--- config.mk ---
export PLATFORM = sky130hd
export DESIGN_NAME = sadc_host_flat
export DESIGN_NICKNAME = d
export VERILOG_FILES = /design/src/core/sadc_pkg.sv /design/src/core/sadc_link_if.sv /design/src/core/sadc_host.sv /design/src/flat_wrapper.sv
export VERILOG_INCLUDE_DIRS = /design/src /design/src/core
export SDC_FILE = /design/constraint.sdc
export NUM_CORES = 1
export LEC_CHECK = 0
export BUFFER_PORTS_ARGS = -buffer_cell sky130_fd_sc_hd__buf_4
export CELL_PAD_IN_SITES_DETAIL_PLACEMENT = 1
export CELL_PAD_IN_SITES_GLOBAL_PLACEMENT = 1
export CORE_MARGIN = 1
export CORE_UTILIZATION = 38
export CTS_CLUSTER_SIZE = 16
export DETAILED_ROUTE_END_ITERATION = 16
export MAX_ROUTING_LAYER = met4
export PLACE_DENSITY = 0.75
export SLEW_MARGIN = 40
export SYNTH_ARGS = -nofsm -noshare
export SYNTH_HDL_FRONTEND = slang
export SYNTH_SLANG_ARGS = --single-unit
--- constraint.sdc ---
create_clock -name sys_clk_in -period 2.2 [get_ports sys_clk_in]
set_clock_uncertainty 0.15 [all_clocks]
set_input_delay 0.44 -clock sys_clk_in [delete_from_list [all_inputs] [get_ports sys_clk_in]]
set_output_delay 0.44 -clock sys_clk_in [all_outputs]
set_load 0.1 [all_outputs]
--- src/core/sadc_defines.svh ---
// constants shared by both ends of the serial audio converter link
// Overview of operation
// - sample word is 18-bit two's complement
// - data bit sampled on rising link clock
// - host holds strobe low two full clocks
// - clock stopped: strobe low past next first clock
// - codes map to full scale and bipolar zero
// - host link clock at most 16.9 MHz
// - 24-clock slot, only 18 bits used
`ifndef SADC_DEFINES_SVH
`define SADC_DEFINES_SVH
`define SADC_WORD_BITS      18
`define SADC_SLOT_BITS      24
`define SADC_SLOT_W         5
`define SADC_MSB            17
`define SADC_POS_FULL_SCALE 18'h1FFFF
`define SADC_BIPOLAR_ZERO   18'h00000
`define SADC_ZERO_MINUS_ONE 18'h3FFFF
`define SADC_NEG_FULL_SCALE 18'h20000
`define SADC_LINK_MAX_KHZ   16900
`define SADC_SYS_CLK_KHZ    10000
`define SADC_DIV_HALF       4'h2
`define SADC_DIV_W          4
`endif

--- src/core/sadc_pkg.sv ---
// types shared by both ends of the serial audio converter link
package sadc_pkg;
  typedef logic [17:0] sadc_sample_t;
  typedef enum logic [1:0] {
    SADC_IDLE,
    SADC_SHIFT,
    SADC_STROBE,
    SADC_HOLD
  } sadc_host_state_t;
  typedef enum logic [1:0] {
    SADC_ZERO,
    SADC_POSITIVE,
    SADC_NEGATIVE,
    SADC_NEG_FULL
  } sadc_level_t;
endpackage

--- src/core/sadc_link_if.sv ---
// serial link wires between host and converter input
`timescale 1ns/1ps
interface sadc_link_if;
  logic link_clk;
  logic serial_data;
  logic word_latch_strobe;
  modport host (
    output link_clk,
    output serial_data,
    output word_latch_strobe
  );
  modport device (
    input link_clk,
    input serial_data,
    input word_latch_strobe
  );
endinterface

--- src/core/sadc_host.sv ---
// host end: divides system clock, shifts 24-clock slots, pulses latch strobe
`timescale 1ns/1ps
`include "sadc_defines.svh"
module sadc_host (
  input  wire logic                    sys_clk_in,
  input  wire logic                    rst_in,
  input  wire sadc_pkg::sadc_sample_t  sample_in,
  input  wire logic                    sample_valid_in,
  output logic                         sample_ready_out,
  output logic                         busy_out,
  sadc_link_if.host                    link
);
  localparam int LINK_KHZ = `SADC_SYS_CLK_KHZ / (2 * `SADC_DIV_HALF);

  typedef struct packed {
    sadc_pkg::sadc_host_state_t state;
    logic [`SADC_DIV_W-1:0]     div;
    logic                       clk;
    logic [`SADC_SLOT_W-1:0]    bit_cnt;
    logic [23:0]                slot;
    logic                       data;
    logic                       strobe;
  } sadc_host_st_t;

  sadc_host_st_t st_q;
  sadc_host_st_t st_d;
  logic          fall;

  always_comb begin
    st_d = st_q;
    fall = 1'b0;
    if (st_q.state != sadc_pkg::SADC_IDLE) begin
      if (st_q.div == `SADC_DIV_HALF - 4'h1) begin
        st_d.div = '0;
        st_d.clk = ~st_q.clk;
        fall     = st_q.clk;
      end else begin
        st_d.div = st_q.div + 4'h1;
      end
    end
    case (st_q.state)
      sadc_pkg::SADC_IDLE: begin
        st_d.clk = 1'b0;
        st_d.div = '0;
        if (sample_valid_in) begin
          // 6 pad bits then 18 msb first
          st_d.slot    = {6'h00, sample_in};
          st_d.data    = 1'b0;
          st_d.bit_cnt = '0;
          st_d.state   = sadc_pkg::SADC_SHIFT;
        end
      end
      sadc_pkg::SADC_SHIFT: begin
        // data changes on falling edge, stable for rising sample
        if (fall) begin
          if (st_q.bit_cnt == 5'(`SADC_SLOT_BITS - 1)) begin
            // park data low so it only ever moves on a falling edge
            st_d.data   = 1'b0;
            st_d.strobe = 1'b0;
            st_d.state  = sadc_pkg::SADC_STROBE;
          end else begin
            // bit 23 went out before the first rise, so the next bit follows
            st_d.slot    = {st_q.slot[22:0], 1'b0};
            st_d.data    = st_q.slot[22];
            st_d.bit_cnt = st_q.bit_cnt + 5'h01;
            // strobe up only after first rise
            st_d.strobe  = 1'b1;
          end
        end
      end
      sadc_pkg::SADC_STROBE: begin
        if (fall) begin
          st_d.state = sadc_pkg::SADC_HOLD;
        end
      end
      sadc_pkg::SADC_HOLD: begin
        if (fall) begin
          st_d.state = sadc_pkg::SADC_IDLE;
        end
      end
      default: st_d.state = sadc_pkg::SADC_IDLE;
    endcase
  end

  always_ff @(posedge sys_clk_in) begin
    if (rst_in) begin
      st_q <= '0;
    end else begin
      st_q <= st_d;
    end
  end

  // first rising edge of a word precedes strobe rising, so strobe stays low
  assign link.link_clk          = st_q.clk;
  assign link.serial_data       = st_q.data;
  assign link.word_latch_strobe = st_q.strobe;
  assign sample_ready_out       = (st_q.state == sadc_pkg::SADC_IDLE);
  assign busy_out               = (st_q.state != sadc_pkg::SADC_IDLE) && (LINK_KHZ > 0);
endmodule

--- src/flat_wrapper.sv ---
// flat-port wrapper written by rule: the top's interface ports become plain ports
module sadc_host_flat 
  (sys_clk_in, rst_in, sample_in, sample_valid_in, sample_ready_out, busy_out, link_link_clk, link_serial_data, link_word_latch_strobe);
  sadc_link_if link_i ();
  input  wire logic sys_clk_in;
  input  wire logic rst_in;
  input  wire sadc_pkg::sadc_sample_t sample_in;
  input  wire logic sample_valid_in;
  output logic sample_ready_out;
  output logic busy_out;
  output wire logic [$bits(link_i.link_clk)-1:0] link_link_clk;
  output wire logic [$bits(link_i.serial_data)-1:0] link_serial_data;
  output wire logic [$bits(link_i.word_latch_strobe)-1:0] link_word_latch_strobe;
  assign link_link_clk = link_i.link_clk;
  assign link_serial_data = link_i.serial_data;
  assign link_word_latch_strobe = link_i.word_latch_strobe;
  sadc_host u_core (.sys_clk_in(sys_clk_in), .rst_in(rst_in), .sample_in(sample_in), .sample_valid_in(sample_valid_in), .sample_ready_out(sample_ready_out), .busy_out(busy_out), .link(link_i));
endmodule
==> flow_metrics.py, run 1 <==
metrics = {
    "logic_synthesis": {
        "yosys_warnings": 0,
        "synthesis.nets": 214,
        "netlist_top_cells_area": "dfxtp_1 43%, nor2_1 8.2%, o221a_1 6.5%",
        "ys_seq_elements": 37,
        "synth_edf_count": 0,
        "synth_seq_area_share_pct": 42.8,
        "ys.flop_type": "dfxtp_1",
        "synth_top_cell_area_share_pct": 42.8,
        "ys_top_cells_by_count": "38 x nor2_1, 37 x dfxtp_1, 12 x nand3_1",
        "syn_inst": 187,
        "yosysUniqueCellTypes": 35,
        "async_flop_share_pct": 0,
        "synth.most_common_cell": "nor2_1",
        "synth.largest_area_cell": "dfxtp_1",
        "synth.avg_cell_area_sq_um": 9.25,
        "netlist_area_sq_mm": 0.00173,
    },
    "timing": {
        "final-setup-viol-count": 0,
        "slew_headroom_pct": 58.3,
        "finalHoldViolCount": 0,
        "finalCriticalPeriod_ns": 2.16,
        "drv_slew": 0,
        "period_share_pct": 98.0,
        "holdWs_ns": 0.306,
        "worst_slack_ns": 0.0443,
        "worst_slew_pin_slew_ns": 0.616,
        "max_freq_mhz": 464,
    },
    "power": {
        "ir_drop_uv": 440,
        "power_density_mw_per_mm2": 1080,
        "total_power_w": 0.00233,
        "p_leak_nw": 0.835,
    },
    "drt": {
        "vias": 1534,
        "first_pass_iters": 4,
        "antenna_left": 0,
        "vias_per_cell": 5.68,
        "drtIter0Drc": 120,
        "drc": 0,
        "wire_per_inst_um": 16.4,
        "routed_wl_um": 4430,
    },
    "hold_path": {
        "hp-class": "in -> reg",
    },
    "worst_setup_path": {
        "start_kind": "flop",
        "cp-end-kind": "flop",
        "cp_data_required_time_ns": 2.23,
        "arrival_ns": 2.19,
        "critPathKind": "reg -> reg",
        "regToRegSetupSlack_ns": 0.04,
        "cp_max_fo": 29,
    },
    "grt": {
        "grt_max_degree": 41,
        "grt_pass1_wl_um": 7270,
        "grtUsageTotal_pct": 19.1,
        "grt_pass1_vias": 1531,
        "overflow": 0,
        "antenna_found_initial": 0,
    },
    "cts": {
        "cts.sinks": 37,
        "clock_path_buffers": 2,
        "htreeDepth": 2,
        "postCtsHoldBufs": 0,
        "cts_buffers": 5,
        "cts_tree": "yes",
        "path_clk_slew_ns": 0.08,
        "clock_latency_ns": 0.29,
        "cts-root-buf": "clkbuf_8",
    },
    "finish": {
        "syn_to_final_growth_pct": 24.7,
        "nets": 244,
        "fillers": 487,
        "stdcell_count": 270,
        "drive_above_1_share_pct": 29.8,
        "n_antenna_cell": 0,
        "stdcell_area_sq_mm": 0.00216,
    },
    "floorplanning": {
        "die_width_um": 69.5,
        "initial_core_util_pct": 39.7,
        "io_pins": 26,
        "rows": 24,
        "fp.dieH_um": 69.5,
        "core-area_sq_mm": 0.00435,
        "dieArea_sq_mm": 0.00483,
    },
    "placed_design": {
        "place_area_sq_mm": 0.00203,
        "gp_congestion": 0.745,
        "dpl.hpwl_um": 2910,
        "dp.cells": 260,
        "numPortBuffers": 25,
        "pre_cts_slack_ns": 0.0363,
    },
    "outcome": {
        "status": "complete, no violations",
    },
    "job": {
        "cap_violations": 0,
    },
}
-- routing by layer --
| metal | vias up | global-route usage (%) | wire length (um) |
|---|---|---|---|
| met1 | 753 | 23.2 | 1980 |
| met3 | 4 | 5.23 | 110 |
| met5 | - | - | 0 |
| met2 | 24 | 32.0 | 2310 |
| li1 | 753 | - | - |
| met4 | 0 | 3.40 | 27 |
-- cells in the final DEF, fill, tap and decap left out, types with 2 or more instances in the layout --
cell,count
a21oi_1,11
a311oi_1,2
buf_12,2
buf_4,34
clkbuf_8,5
clkinvlp_4,3
dfxtp_1,34
dfxtp_2,3
ha_1,5
inv_1,2
inv_2,2
mux2i_1,4
nand2_1,3
nand2_8,2
nand2b_1,5
nand3_1,10
nand3_2,2
nand4_1,8
nor2_1,38
nor3_1,5
nor4b_1,2
o221a_1,10
o221a_2,7
xor2_1,2
-- through the flow --
stage	TNS [ns]	util, %
5_1_grt	-0.0130	49.6
2_1_floorplan	-1.97	-
3_5_place_dp	0	46.6
6_report	0	49.6
4_1_cts	0	48.7
3_3_place_gp	0	46.6
-- where the power goes --
group          internal (W)  switching (W)
Clock              0.000222       0.000257
Combinational      0.000379       0.000587
Sequential         0.000798      0.0000878
-- registers in the layout, indices dropped and copies added, names as in the netlist --
signal	count
u_core.link.serial_data	1
u_core.link.link_clk	1
u_core.st_q	34
u_core.link.word_latch_strobe	1
-- worst paths after layout --
| path | startpoint | to | cells after the start |
|---|---|---|---|
| setup / recovery | u_core.st_q[35]$_SDFFE_PP0N_ | u_core.st_q[5]$_SDFFE_PP0P_ | 4 |
| hold / removal | sample_in[0] | u_core.st_q[2]$_SDFFE_PP0P_ | 3 |
| setup reg to reg | u_core.st_q[35]$_SDFFE_PP0N_ | u_core.st_q[5]$_SDFFE_PP0P_ | 4 |
| hold reg to reg | u_core.st_q[24]$_SDFFE_PP0P_ | u_core.link.serial_data$_SDFFE_PP0P_ | 2 |
-- cell type report --
class	instances	area [sq um]	area share, %
repair buffers	36	295	13.7
well taps	52	65.1	3.01
flip-flops and latches	37	744	34.5
clock buffers	5	68.8	3.19
multi-input cells	133	947	43.9
inverters	4	15.0	0.696
clock inverters	3	22.5	1.04
-- kinds of logic after synthesis --
| logic type | count (synthesis) | synth area share, % |
|---|---|---|
| xor+xnor | 3 | 1.52 |
| compound gates | 39 | 19.2 |
| flops | 37 | 42.8 |
| mux | 4 | 2.31 |
| fa+ha+maj | 6 | 4.34 |
| buf+inv | 18 | 6.00 |
| simple gates | 80 | 23.8 |
-- worst max-delay path, stage by stage (launching register included) --
cell and delay [ns]:
dfxtp_1 0.35, or4b_1 0.51, or4b_4 0.55, buf_12 0.19, o221a_2 0.29
-- what timing repair did --
item	in CTS	in global routing
setup endpoints to repair	0	20
setup buffers	0	1
gates resized for setup	0	3
Power figures use the tool's default switching activity.
==> run 2: changes to the inputs <==
==> constraint.sdc (replaced) <==
create_clock -name sys_clk_in -period 2.2 [get_ports sys_clk_in]
set_clock_uncertainty 0.15 [all_clocks]
set_input_delay 0.44 -clock sys_clk_in [delete_from_list [all_inputs] [get_ports sys_clk_in]]
set_output_delay 0.44 -clock sys_clk_in [all_outputs]
set_load 0.01 [all_outputs]
==> run 2 against run 1 <==
Largest power group is now sequential cells. Flip-flop and latch count did not move. Via count fell by 1.7%. Total power fell by 3.0%. Combinational power fell by 20%. Critical endpoint is now u_core.st_q[9]$_SDFFE_PP0P_.
==> flow_metrics.py, run 2 (same netlist as run 1, synthesis figures left out) <==
metrics = {
    "outcome": {
        "status": "complete, no violations",
    },
    "timing": {
        "rsz0062_at_grt": "true",
        "period_share_pct": 97.7,
        "drv_slew": 0,
        "finalCriticalPeriod_ns": 2.15,
        "final-setup-viol-count": 0,
        "slew_headroom_pct": 63.6,
        "setup-tns-final_ns": 0,
        "worst_slew_pin_slew_ns": 0.538,
        "max_freq_mhz": 465,
        "finalHoldViolCount": 0,
    },
    "finish": {
        "stdcell_count": 270,
        "drive_above_1_share_pct": 28.9,
        "n_antenna_cell": 0,
        "nets": 244,
        "final_cell_mix": "38 x nor2_1, 33 x buf_4, 33 x dfxtp_1, 12 x nand3_1, 11 x a21oi_1",
        "layout_commonest_cell": "nor2_1",
        "largest_reg_flops": 34,
        "syn_to_final_growth_pct": 25.7,
        "largest-register": "u_core.st_q",
    },
    "power": {
        "total_power_w": 0.00226,
        "ir_drop_uv": 391,
        "p_leak_nw": 0.855,
        "power_density_mw_per_mm2": 1040,
    },
    "job": {
        "cap_violations": 0,
    },
    "worst_setup_path": {
        "arrival_ns": 2.18,
        "cp_data_required_time_ns": 2.23,
        "start_kind": "flop",
        "cp-end-kind": "flop",
        "critPathKind": "reg -> reg",
        "cp_max_fo": 11,
    },
    "drt": {
        "antenna_left": 0,
        "routed_wl_um": 4130,
        "drtIter0Drc": 109,
        "met2WireLength_um": 2130,
        "vias": 1508,
        "highest_layer": "met4",
        "dr_wl_met3_um": 107,
        "wire_per_inst_um": 15.3,
        "first_pass_iters": 4,
        "vias_per_cell": 5.59,
        "wl_met1_um": 1850,
        "drc": 0,
    },
    "cts": {
        "cts.sinks": 37,
        "clock_path_buffers": 2,
        "cts_tree": "yes",
        "cts-root-buf": "clkbuf_8",
        "path_clk_slew_ns": 0.07,
        "cts_buffers": 5,
        "clock_latency_ns": 0.29,
        "htreeDepth": 2,
    },
    "grt": {
        "grtUsageTotal_pct": 17.9,
        "antenna_found_initial": 0,
        "grt_max_degree": 41,
        "overflow": 0,
        "grt_pass1_wl_um": 6810,
        "grt_pass1_vias": 1537,
    },
    "floorplanning": {
        "core-area_sq_mm": 0.00435,
        "initial_core_util_pct": 39.7,
        "die_width_um": 69.5,
        "fp.dieH_um": 69.5,
        "dieArea_sq_mm": 0.00483,
        "rows": 24,
        "io_pins": 26,
    },
    "placed_design": {
        "dp.cells": 260,
        "gp_congestion": 0.759,
        "dpl.hpwl_um": 2740,
        "numPortBuffers": 25,
    },
    "hold_path": {
        "hp-class": "in -> reg",
    },
}
==> run 2: changes by cell type in the layout (fill, tap and decap cells not counted), sizes merged <==
| cell | change |
|---|---|
| clkinvlp | -3 |
| clkbuf | +2 |
| bufinv | +1 |
==> run 2: final cells by class <==
| class | instances | area, sq um |
|---|---|---|
| clock inverters | 1 | 30.0 |
| inverters | 4 | 15.0 |
| repair buffers | 36 | 308 |
| well taps | 52 | 65.1 |
| flip-flops and latches | 37 | 746 |
| multi-input cells | 133 | 925 |
| clock buffers | 7 | 86.3 |
| fillers | 501 | 2180 |
==> run 2: power breakdown <==
group	internal, W	switching, W
Sequential	0.000798	0.0000831
Combinational	0.000360	0.000415
Clock	0.000370	0.000234
Total	0.00153	0.000732
==> run 2: routing by layer <==
metal	vias to the layer above	global-route usage, %
met4	0	6.12
met1	731	20.3
li1	749	-
met2	24	30.7
met5	-	-
met3	4	4.07
==> run 2: metrics by stage <==
| step | worst slack [ns] | cell area, sq um | utilization, % | hold WS, ns |
|---|---|---|---|---|
| 2_1_floorplan | -0.0486 | 1750 | - | 0.282 |
| 3_3_place_gp | 0.0407 | 2000 | 45.8 | 0.302 |
| 3_5_place_dp | -0.0142 | 2000 | 45.8 | 0.314 |
| 4_1_cts | 0.0304 | 2140 | 49.2 | 0.293 |
| 5_1_grt | -0.00777 | 2170 | 49.9 | 0.304 |
| 6_report | 0.0504 | 2170 | 49.9 | 0.301 |
==> run 2: critical path, stage by stage, from the launching register on <==
cell and delay [ns]:
dfxtp_2 0.34, or4b_4 0.54, or4b_4 0.56, buf_4 0.19, o221a_2 0.27
==> run 2: what timing repair did <==
action	4_1_cts	5_1_grt
hold endpoints to repair	0	0
buffers inserted	1	0
pin swaps	0	2
gates cloned	0	1
setup endpoints to repair	20	28
hold buffers	0	0
gates resized for setup	3	5
==> run 2: worst paths after layout <==
path                                      from                      endpoint  slack (ns)  cells after the start
setup reg to reg  u_core.st_q[35]$_SDFFE_PP0N_   u_core.st_q[9]$_SDFFE_PP0P_        0.05                      4
hold / removal                    sample_in[0]   u_core.st_q[2]$_SDFFE_PP0P_        0.30                      3
setup / recovery  u_core.st_q[35]$_SDFFE_PP0N_   u_core.st_q[9]$_SDFFE_PP0P_        0.05                      4
hold reg to reg   u_core.st_q[23]$_SDFFE_PP0P_  u_core.st_q[23]$_SDFFE_PP0P_        0.32                      2
